===== src/can_asc_pkg.sv =====
// Constants, field layouts and carrier types for the serial-window and sync block
package can_asc_pkg;
   localparam logic [11:0] ADDR_CTRL = 12'h018;
   localparam logic [11:0] ADDR_SCHED = 12'h100;
   localparam logic [11:0] ADDR_STAT = 12'h104;
   localparam logic [11:0] ADDR_TARGET = 12'h108;
   localparam logic [11:0] ADDR_REFOFS = 12'h10c;
   localparam int CTRL_INIT = 0;
   localparam int CTRL_CCE = 1;
   localparam int CTRL_RPM = 2;
   localparam logic [2:0] CTRL_RESET = 3'h1;
   localparam int SCHED_OM_LSB = 0;
   localparam int SCHED_ESYNC = 4;
   localparam int STAT_LOCKED = 0;
   localparam int STAT_LOST = 1;
   localparam int STAT_MS_LSB = 4;
   localparam logic [1:0] OM_LEVEL1 = 2'h1;
   localparam logic [1:0] OM_LEVEL2 = 2'h2;
   localparam logic [1:0] MS_CURRENT = 2'h3;
   localparam logic [1:0] SEL_OFF = 2'h0;
   localparam logic [1:0] SEL_RECV = 2'h1;
   localparam logic [15:0] LOCK_WINDOW_NTU = 16'h0009;
   localparam logic [3:0] IDLE_BITS = 4'hb;

   typedef struct packed {
      logic valid;
      logic [1:0] serial_sel;
   } trigger_t;

   typedef enum logic {guard_open, guard_wait} guard_t;

   typedef struct packed {
      logic [2:0] ctrl;
      logic [1:0] op_mode;
      logic esync;
      logic locked;
      logic lost;
      logic [15:0] target;
      logic [15:0] ref_ofs;
      logic ref_vld;
      logic owner;
      logic txsel;
      logic [1:0] ms_prev;
      logic evt_s1;
      logic evt_s2;
      logic evt_s3;
      logic armed;
      guard_t guard;
      logic [3:0] idle_cnt;
      logic tx_permit;
      logic [31:0] prdata;
      logic pready;
      logic pslverr;
   } state_t;
endpackage


===== src/can_asc_sync.sv =====
// Serial-window bus multiplexer control and external schedule phase lock
//
// Design decision made here: the APB slave port.
`timescale 1ns/100ps
// Overview of operation
// - Serial windows only in level 1 or 2
// - Each trigger element carries its window select
// - Select 00 drives both selects low
// - Select 01 makes serial unit receiver
// - Select 10 makes serial unit transmitter
// - Software sets mode in init; window end clears
// - Scheduled 10/11 trigger sets restricted mode
// - Scheduled 00 trigger clears restricted mode
// - Restricted mode: no error frames, counters frozen
// - In restricted mode, after error wait 11 recessive bits
// - Selects low unless schedule synchronized
// - External sync only as current time master
// - Event rising edge compares cycle time
// - Enabling sync sets phase lock
// - Difference above 9 loses lock, flags
// - Master takeover loses lock, flags
// - Small difference while locked becomes reference trigger offset
// - One compare per basic cycle
module can_asc_sync (
   input wire logic pclk, // 40 MHz clock
   input wire logic presetn, // Async reset, low
   input wire logic [11:0] paddr, // APB address
   input wire logic psel, // APB select
   input wire logic penable, // APB enable
   input wire logic pwrite, // APB direction
   input wire logic [31:0] pwdata, // APB write data
   output logic [31:0] prdata, // APB read data
   output logic pready, // APB ready
   output logic pslverr, // APB error
   input wire can_asc_pkg::trigger_t trig, // Trigger element activation
   input wire logic sched_synced, // In schedule or in gap
   input wire logic [1:0] master_state, // Time master state
   input wire logic [15:0] cycle_time, // Cycle time in NETWORK_TIME_UNIT
   input wire logic basic_cycle_start, // Pulse at basic cycle start
   input wire logic event_in, // External event pin
   input wire logic proto_event, // Engine saw error or overload
   input wire logic bit_tick, // One pulse per bit time
   input wire logic rx_bit, // Sampled bus level, 1 recessive
   output logic bus_owner_sel, // Serial unit owns transceiver
   output logic serial_tx_sel, // Serial unit transmits
   output logic restricted_protocol_mode, // Engine restricted mode
   output logic tx_permit, // Engine may start a frame
   output logic [15:0] ref_trigger_offset, // Offset for next reference
   output logic ref_offset_valid // Pulse, new offset
);
   can_asc_pkg::state_t q, d;
   logic win_ok;
   logic is_master;
   logic edge_seen;
   logic compare;
   logic [15:0] diff;
   logic [15:0] mag;
   logic setup_acc;
   logic done_acc;

   function automatic logic [15:0] abs16(input logic [15:0] v);
      return v[15] ? 16'(-v) : v;
   endfunction

   assign win_ok = (q.op_mode == can_asc_pkg::OM_LEVEL1 || q.op_mode == can_asc_pkg::OM_LEVEL2)
      && sched_synced && !q.ctrl[can_asc_pkg::CTRL_INIT];
   assign is_master = master_state == can_asc_pkg::MS_CURRENT;
   assign edge_seen = q.evt_s2 && !q.evt_s3;
   assign compare = edge_seen && q.armed && q.esync && is_master;
   assign diff = 16'(cycle_time - q.target);
   assign mag = abs16(diff);
   assign setup_acc = psel && penable && !q.pready;
   assign done_acc = psel && penable && q.pready;

   always_comb begin
      d = q;
      d.pready = 1'b0;
      d.pslverr = 1'b0;
      d.ref_vld = 1'b0;
      // Read data is captured one cycle ahead so it comes from a flop
      if (setup_acc) begin
         d.pready = 1'b1;
         d.prdata = 32'h0;
         unique case (paddr)
            can_asc_pkg::ADDR_CTRL: d.prdata[2:0] = q.ctrl;
            can_asc_pkg::ADDR_SCHED: begin
               d.prdata[can_asc_pkg::SCHED_OM_LSB +: 2] = q.op_mode;
               d.prdata[can_asc_pkg::SCHED_ESYNC] = q.esync;
            end
            can_asc_pkg::ADDR_STAT: begin
               d.prdata[can_asc_pkg::STAT_LOCKED] = q.locked;
               d.prdata[can_asc_pkg::STAT_LOST] = q.lost;
               d.prdata[can_asc_pkg::STAT_MS_LSB +: 2] = master_state;
            end
            can_asc_pkg::ADDR_TARGET: d.prdata[15:0] = q.target;
            can_asc_pkg::ADDR_REFOFS: d.prdata[15:0] = q.ref_ofs;
            default: d.pslverr = 1'b1;
         endcase
      end
      // Writes land on the completing edge; hardware events below win
      if (done_acc && pwrite) begin
         unique case (paddr)
            can_asc_pkg::ADDR_CTRL: begin
               d.ctrl[can_asc_pkg::CTRL_INIT] = pwdata[can_asc_pkg::CTRL_INIT];
               d.ctrl[can_asc_pkg::CTRL_CCE] = pwdata[can_asc_pkg::CTRL_CCE];
               // Mode bit is software-owned only during init
               if (q.ctrl[can_asc_pkg::CTRL_INIT]) begin
                  d.ctrl[can_asc_pkg::CTRL_RPM] = pwdata[can_asc_pkg::CTRL_RPM];
               end
            end
            can_asc_pkg::ADDR_SCHED: begin
               d.op_mode = pwdata[can_asc_pkg::SCHED_OM_LSB +: 2];
               d.esync = pwdata[can_asc_pkg::SCHED_ESYNC];
               if (pwdata[can_asc_pkg::SCHED_ESYNC] && !q.esync) begin
                  d.locked = 1'b1;
               end
            end
            can_asc_pkg::ADDR_STAT: begin
               if (pwdata[can_asc_pkg::STAT_LOST]) begin
                  d.lost = 1'b0;
               end
            end
            can_asc_pkg::ADDR_TARGET: d.target = pwdata[15:0];
            default: ;
         endcase
      end
      // Window selection, taken per trigger element
      if (!win_ok) begin
         d.owner = 1'b0;
         d.txsel = 1'b0;
      end else if (trig.valid) begin
         d.owner = trig.serial_sel != can_asc_pkg::SEL_OFF;
         d.txsel = trig.serial_sel[1];
         if (trig.serial_sel[1]) begin
            d.ctrl[can_asc_pkg::CTRL_RPM] = 1'b1;
         end else if (trig.serial_sel == can_asc_pkg::SEL_OFF) begin
            d.ctrl[can_asc_pkg::CTRL_RPM] = 1'b0;
         end
      end
      // Transmit guard: in restricted mode, bus idle must be seen before a frame may start.
      // Entering restricted mode counts as an error condition, so the
      // engine never starts a frame into a serial window still in use.
      // The count restarts on any dominant bit, never only at the edge.
      if (!q.ctrl[can_asc_pkg::CTRL_RPM]) begin
         d.guard = can_asc_pkg::guard_open;
         d.tx_permit = 1'b1;
         d.idle_cnt = 4'h0;
         if (d.ctrl[can_asc_pkg::CTRL_RPM]) begin
            d.guard = can_asc_pkg::guard_wait;
            d.tx_permit = 1'b0;
         end
      end else if (proto_event) begin
         d.guard = can_asc_pkg::guard_wait;
         d.tx_permit = 1'b0;
         d.idle_cnt = 4'h0;
      end else begin
         unique case (q.guard)
            can_asc_pkg::guard_open: d.tx_permit = 1'b1;
            can_asc_pkg::guard_wait: begin
               if (bit_tick) begin
                  if (!rx_bit) begin
                     d.idle_cnt = 4'h0;
                  end else if (q.idle_cnt == can_asc_pkg::IDLE_BITS - 4'h1) begin
                     d.guard = can_asc_pkg::guard_open;
                     d.tx_permit = 1'b1;
                     d.idle_cnt = 4'h0;
                  end else begin
                     d.idle_cnt = q.idle_cnt + 4'h1;
                  end
               end
            end
         endcase
      end
      // Event input: two-flop synchroniser, then an edge stage.
      // Only the second stage feeds the edge logic; the first may be
      // metastable and must not fan out.
      d.evt_s1 = event_in;
      d.evt_s2 = q.evt_s1;
      d.evt_s3 = q.evt_s2;
      if (edge_seen && q.armed) begin
         d.armed = 1'b0;
      end
      if (basic_cycle_start) begin
         d.armed = 1'b1;
      end
      if (compare) begin
         if (mag > can_asc_pkg::LOCK_WINDOW_NTU) begin
            d.locked = 1'b0;
            d.lost = 1'b1;
         end else if (q.locked) begin
            d.ref_ofs = diff;
            d.ref_vld = 1'b1;
         end
      end
      // Leaving current master means another node has taken over
      d.ms_prev = master_state;
      if (q.ms_prev == can_asc_pkg::MS_CURRENT && !is_master) begin
         d.locked = 1'b0;
         d.lost = 1'b1;
      end
   end

   always_ff @(posedge pclk or negedge presetn) begin
      if (!presetn) begin
         q <= '0;
         q.ctrl <= can_asc_pkg::CTRL_RESET;
         q.tx_permit <= 1'b1;
      end else begin
         q <= d;
      end
   end

   assign prdata = q.prdata;
   assign pready = q.pready;
   assign pslverr = q.pslverr;
   assign bus_owner_sel = q.owner;
   assign serial_tx_sel = q.txsel;
   // Engine suppresses error frames and freezes both counters on this
   assign restricted_protocol_mode = q.ctrl[can_asc_pkg::CTRL_RPM];
   assign tx_permit = q.tx_permit;
   assign ref_trigger_offset = q.ref_ofs;
   assign ref_offset_valid = q.ref_vld;
endmodule


===== config.mk =====
export PLATFORM = sky130hd
export DESIGN_NAME = can_asc_sync
export DESIGN_NICKNAME = d
export VERILOG_FILES = /design/src/can_asc_pkg.sv /design/src/can_asc_sync.sv
export SDC_FILE = /design/constraint.sdc
export NUM_CORES = 1
export LEC_CHECK = 0
export ABC_AREA = 1
export BUFFER_PORTS_ARGS = -buffer_cell sky130_fd_sc_hd__buf_2
export CAP_MARGIN = 20
export CORE_MARGIN = 2
export CORE_UTILIZATION = 25
export DETAILED_ROUTE_END_ITERATION = 7
export RECOVER_POWER = 100
export SYNTH_ARGS = -nofsm -noshare
export SYNTH_HDL_FRONTEND = slang
export SYNTH_SLANG_ARGS = --single-unit

===== constraint.sdc =====
create_clock -name pclk -period 2.85 [get_ports pclk]
set_input_delay 0.57 -clock pclk [delete_from_list [all_inputs] [get_ports pclk]]
set_output_delay 0.57 -clock pclk [all_outputs]
set_load 0.05 [all_outputs]

# == Word level (Yosys, flattened, before mapping) ==
# Cells that the tools add are included.
# totals
register_bits,73
input_bits,76
out_inout_bits,55
# op_classes
add_sub_neg,3
magnitude_cmp,1
eq_ne,16
n_mux,44
bitwise,2
n_reduce_logical,28
# ops
op,count
$eq A12 B9 Y1 const B,4
$mux W16,2
$mux W24,1
$mux W1,20
$pmux W10 S2,1
$mux W6,3
$gt A16 B4 Y1 const B,1
$neg A16 Y16,1
$sub A16 B16 Y16,1
$eq A12 B5 Y1 const B,1
$logic_and A1 B1 Y1,12
$mux W2,6
$mux W4,3
$pmux W2 S5,1
$ne A4 B4 Y1 const B,2
$reduce_and A2 Y1,4
$eq A2 B2 Y1 const B,3
$ne A3 B3 Y1 const B,2
$pmux W1 S3,2
$reduce_and A3 Y1,2
$logic_not A1 Y1,5
$mux W5,1
$reduce_or A5 Y1,1
$add A4 B1 Y4 const B,1
11 further kinds,14

# == Longest topological paths before layout ==
# depth
ltp_word,11
depth_mapped,25

# == Least setup slack after synthesis ==
# Ideal clock, no wire load.
# synth_timing
path_type,input port to flip-flop
startpoint,input port cycle_time[0]
endpoint,"register q, in the netlist ref_trigger_offset[10]"
arrival_time_ps,3127
required_time_ps,2729
path_slack_ps,-397
cell_stages,24
path_buffers,1
cell_sequence,inv_1 ha_1 inv_1 fa_1 inv_1 ha_1 inv_1 nor2_1 nand3_1 nor2_1 nand2_2 nor2_2 nand2_2 nand2_2 nand2_1 nand2_1 nand2_1 nor2_1 nand3_2 nor2_4 nand2_4 buf_6 nand2_1 nand2_1
# synth_via
elab_chain_len,6
# synth_lines
item,line,source
"start, declared",can_asc_sync.sv:38,"input wire logic [15:0] cycle_time,"
$sub A16 B16 Y16 *,can_asc_sync.sv:70,assign diff = 16'(cycle_time - q.target);
via diff[1],can_asc_sync.sv:56,logic [15:0] diff;
$neg A16 Y16,can_asc_sync.sv:62,return v[15] ? 16'(-v) : v;
$mux W16 *,can_asc_sync.sv:62,
$gt A16 B4 Y1 *,can_asc_sync.sv:187,if (mag > can_asc_pkg::LOCK_WINDOW_NTU) begin
$not A1 Y1 (no line) *,n/a,
$reduce_and A3 Y1 (no line) *,n/a,
"end, declared",can_asc_sync.sv:51,"can_asc_pkg::state_t q, d;"
# The timed path passes the listed nets; every way through them passes the cells marked *.
# A chain may end at the register's enable or synchronous reset.

# == Worst setup path after layout ==
# layout_timing
startpoint,register q[65] (netlist bit)
endpoint,"register q, in the netlist ref_trigger_offset[2]"
# layout_via
elab_chain_len,6
# layout_lines
item,line
$sub A16 B16 Y16 *,can_asc_sync.sv:70
via diff[1],can_asc_sync.sv:56
$neg A16 Y16,can_asc_sync.sv:62
$mux W16 *,can_asc_sync.sv:62
$gt A16 B4 Y1 *,can_asc_sync.sv:187
$not A1 Y1 (no line) *,n/a
$reduce_and A3 Y1 (no line) *,n/a
# Marked as above.

==> metrics.txt <==
status complete, but fails checks; violated checks max-capacitance violations, max-slew violations, negative setup slack; class of the tightest hold or removal check input pin to register; post-placement worst setup slack -0.6296 ns; Buffers on Ports 98; max-cap check violation count 1; leakage dissipation 3.752 nW; Setup TNS -3.349 ns; Die Area 22,730 um2; number of global-route vias before repair 5,044; mux cell area share after synthesis 0.02718; gpl congestion 0.8654; critical path start-end classification register to register; number of failing hold endpoints at the final stage 0; synthesized-area fraction occupied by ao, oa, aoi and oai cells 0.06645; sum of overflow across all layers after global routing 0; slack of the worst reg-to-reg path -0.21 ns; clk slew on worst S/H paths around 0.060 ns; worst endpoint required time 3.08 ns; crit path time final 3.063 ns; starting density of the core 0.2554; clock root buffer clkbuf_16; most used flip-flop cell after synthesis dfrtp_1; Synth Area in Adders 0.04554; all-layer global routing usage 0.1400; peak clock frequency supported by timing 0.3265 GHz; Core Footprint 21,090 um2; share of cells above drive strength 1 0.2869; VDD IR-drop max 0.2816 mV; setup ws final -0.2129 ns; Yosys warning count 0; overall die width 150.8 um; FF-to-FF Start q[65]; Setup crit end kind register; H-tree level count 3; routed wirelength normalized by instance count ~13 um; headroom to the max-slew limit -0.2036; fraction of synthesized cell area taken by the top area cell type 0.3299; Final setup violation count 19; first-pass GRT wire length 25,020 um; end of the worst hold path d[42]; area growth from synthesis to layout 31.62%; HP Start event_in; iteration-0 DRC count of the detailed router roughly 230; basic-gate share of the synthesized area counting and, or, nand and nor cells 0.3564; mean instance size in the synthesized netlist 7.058 um2; CTS buffer count 9; top cells by area, synth dfrtp_1 (33%), nand2_1 (17%), inv_1 (7.2%), buf_4 (6.7%), nand3_1 (5.9%); DRC viols 0; detail-routed via count per cell between 4 and 5; combinational family with the most area after synthesis simple AND/OR/NAND/NOR gates; largest net degree at the start of global routing 74; post-synthesis instance area 5385 um2; Final Max Slew Viols 74; post-synthesis cell count 763; number of routed nets with antenna violations 0; cell depth of the worst min-delay path 1; synthesized-area fraction occupied by xor and xnor cells 0.009758; post-detail-place hpwl between 10,000 and 15,000 um; utilization after layout 0.3361; DIE HEIGHT 150.8 um; launching element type of the critical path register; number of buffers inserted for hold repair after clock tree synthesis 0; Worst R2R Path Depth 23; Least-Margin Pin Slew 1.805 ns; Site Rows between 50 and 60; biggest area consumer among synthesized cells dfrtp_1; share of synthesized area occupied by flip-flops and latches 0.3397; clock tree from TritonCTS done; fraction of synthesis flops using an asynchronous set or reset pin 1.000; clock insertion delay at the later pin of the skew report 0.34 ns; unrepaired setup endpoints after global routing true; Antenna diodes 0; buffer levels on the longest clock path 2; post-detailed-routing wire length 15,600 um; I/O pin total 131; Synth cell types 47; post-route clock period utilization 1.075; count of TritonRoute iterations in the first routing pass 5; most frequent cells after synthesis nand2_1 (242), inv_1 (103), dfrtp_1 (71); net count of the finished layout 1,031; Arr. time, crit path ~3.3 ns; number of antenna violations at the first check in global routing 0; maximum fanout encountered on the critical timing path 9; most instantiated library cell after synthesis nand2_1; synthesized flop and latch total 73; power density over the cells 400.1 nW/um2; number of sinks on the clock net 73; total via count after detailed routing 5,271; endpoint of the most critical register-to-register path ref_trigger_offset[2]; post-route clock skew 0.006839 ns; number of enable flip-flop cells after synthesis 0
-- sequential cells by signal, summed over array words and instances (netlist names), 2 cells and up --
| signal | cells |
|---|---|
| ref_trigger_offset | 16 |
| prdata | 16 |
| d | 2 |
| q | 32 |
-- where the power goes --
group / switching, mW / total (mW) / internal, mW
sequential: 0.00656 / 1.05 / 1.05
clock: 0.468 / 1.15 / 0.686
combinational: 0.381 / 0.627 / 0.246
-- cell usage in the layout (no fill, tap or decap), drive strengths merged, types with 16 or more instances in the layout --
cell,netlist,layout
nand2,269,270
buf,52,158
inv,108,110
nand3,71,72
dfrtp,71,71
nor2,55,55
clkbuf,5,53
o21ai,35,35
ha,18,18
conb,1,16
-- worst max-delay path, cell delays in order, from the launching register on --
cell and delay (ns):
dfrtp_1 0.43, ha_4 0.19, inv_4 0.05, fa_2 0.43
inv_2 0.09, ha_4 0.13, inv_2 0.04, nor2_2 0.10
nand3_2 0.10, nor2_2 0.13, nand2_2 0.10, nor2_4 0.13
nand2_2 0.07, nand2_2 0.09, nand2_2 0.06, nand2_2 0.06
nand2_1 0.05, nor2_1 0.13, nand3_2 0.10, nor2_4 0.12
buf_12 0.14, nand2_8 0.08, nand2_1 0.08, nand2_1 0.05
-- worst max-delay path by stage --
stage / cells past startpoint / slack [ns] / endpoint / startpoint
2_1_floorplan: 24 / -0.30 / ref_trigger_offset[10] / cycle_time[0]
3_3_place_gp: 23 / -0.52 / ref_trigger_offset[14] / cycle_time[0]
3_5_place_dp: 21 / -0.63 / ref_trigger_offset[15] / cycle_time[0]
4_1_cts: 23 / -0.16 / ref_trigger_offset[2] / q[65]
5_1_grt: 23 / -0.40 / ref_trigger_offset[5] / q[65]
6_report: 23 / -0.21 / ref_trigger_offset[2] / q[65]
-- what timing repair did --
action,4_1_cts,5_1_grt
resized for setup,9,25
pin swaps,10,19
setup endpoints to repair,18,19
buffers inserted,10,4
gates cloned,2,0
-- layout make-up --
| cell class | count | area, um2 |
|---|---|---|
| tap | 275 | 344.1 |
| multi-input combinational | 541 | 2948 |
| fill | 2273 | 14000 |
| sequential | 73 | 1829 |
| inverter | 109 | 424.2 |
| timing repair buffer | 202 | 1239 |
| clock buffer | 9 | 225.2 |
| clock inverter | 7 | 78.83 |
-- logic make-up (layout without fill, tap and decap cells) --
| kind of cell | Yosys count | after routing |
|---|---|---|
| and+or+nand+nor | 424 | 426 |
| buffers and inverters | 166 | 327 |
| DFF | 73 | 73 |
| AOI/OAI and AO/OA | 61 | 61 |
| adders and majority gates | 19 | 19 |
| muxes | 13 | 13 |
| xor gates and xnor gates | 6 | 6 |
| other | 1 | 16 |
-- routing by layer --
| layer | track usage | share of wire | up-vias |
|---|---|---|---|
| met5 | 0 | 0 | - |
| met4 | 0.03178 | 0.014 | 0 |
| met3 | 0.03000 | 0.052 | 15 |
| met2 | 0.2280 | 0.46 | 129 |
| met1 | 0.1904 | 0.48 | 2421 |
| li1 | - | - | 2706 |
-- stage by stage --
| stage | hold slack [ns] | power [mW] | instance area, um2 | instances |
|---|---|---|---|---|
| after detailed placement | 0.3441 | 1.662 | 6570 | 1185 |
| after floorplan | 0.2744 | 1.439 | 5478 | 778 |
| after CTS | 0.3197 | 2.835 | 7020 | 1212 |
| after global placement | 0.3377 | 1.656 | 6570 | 1185 |
| after global routing | 0.3190 | 2.976 | 7088 | 1216 |
| final | 0.3302 | 2.836 | 7088 | 1216 |
Power figures use the tool's default switching activity.
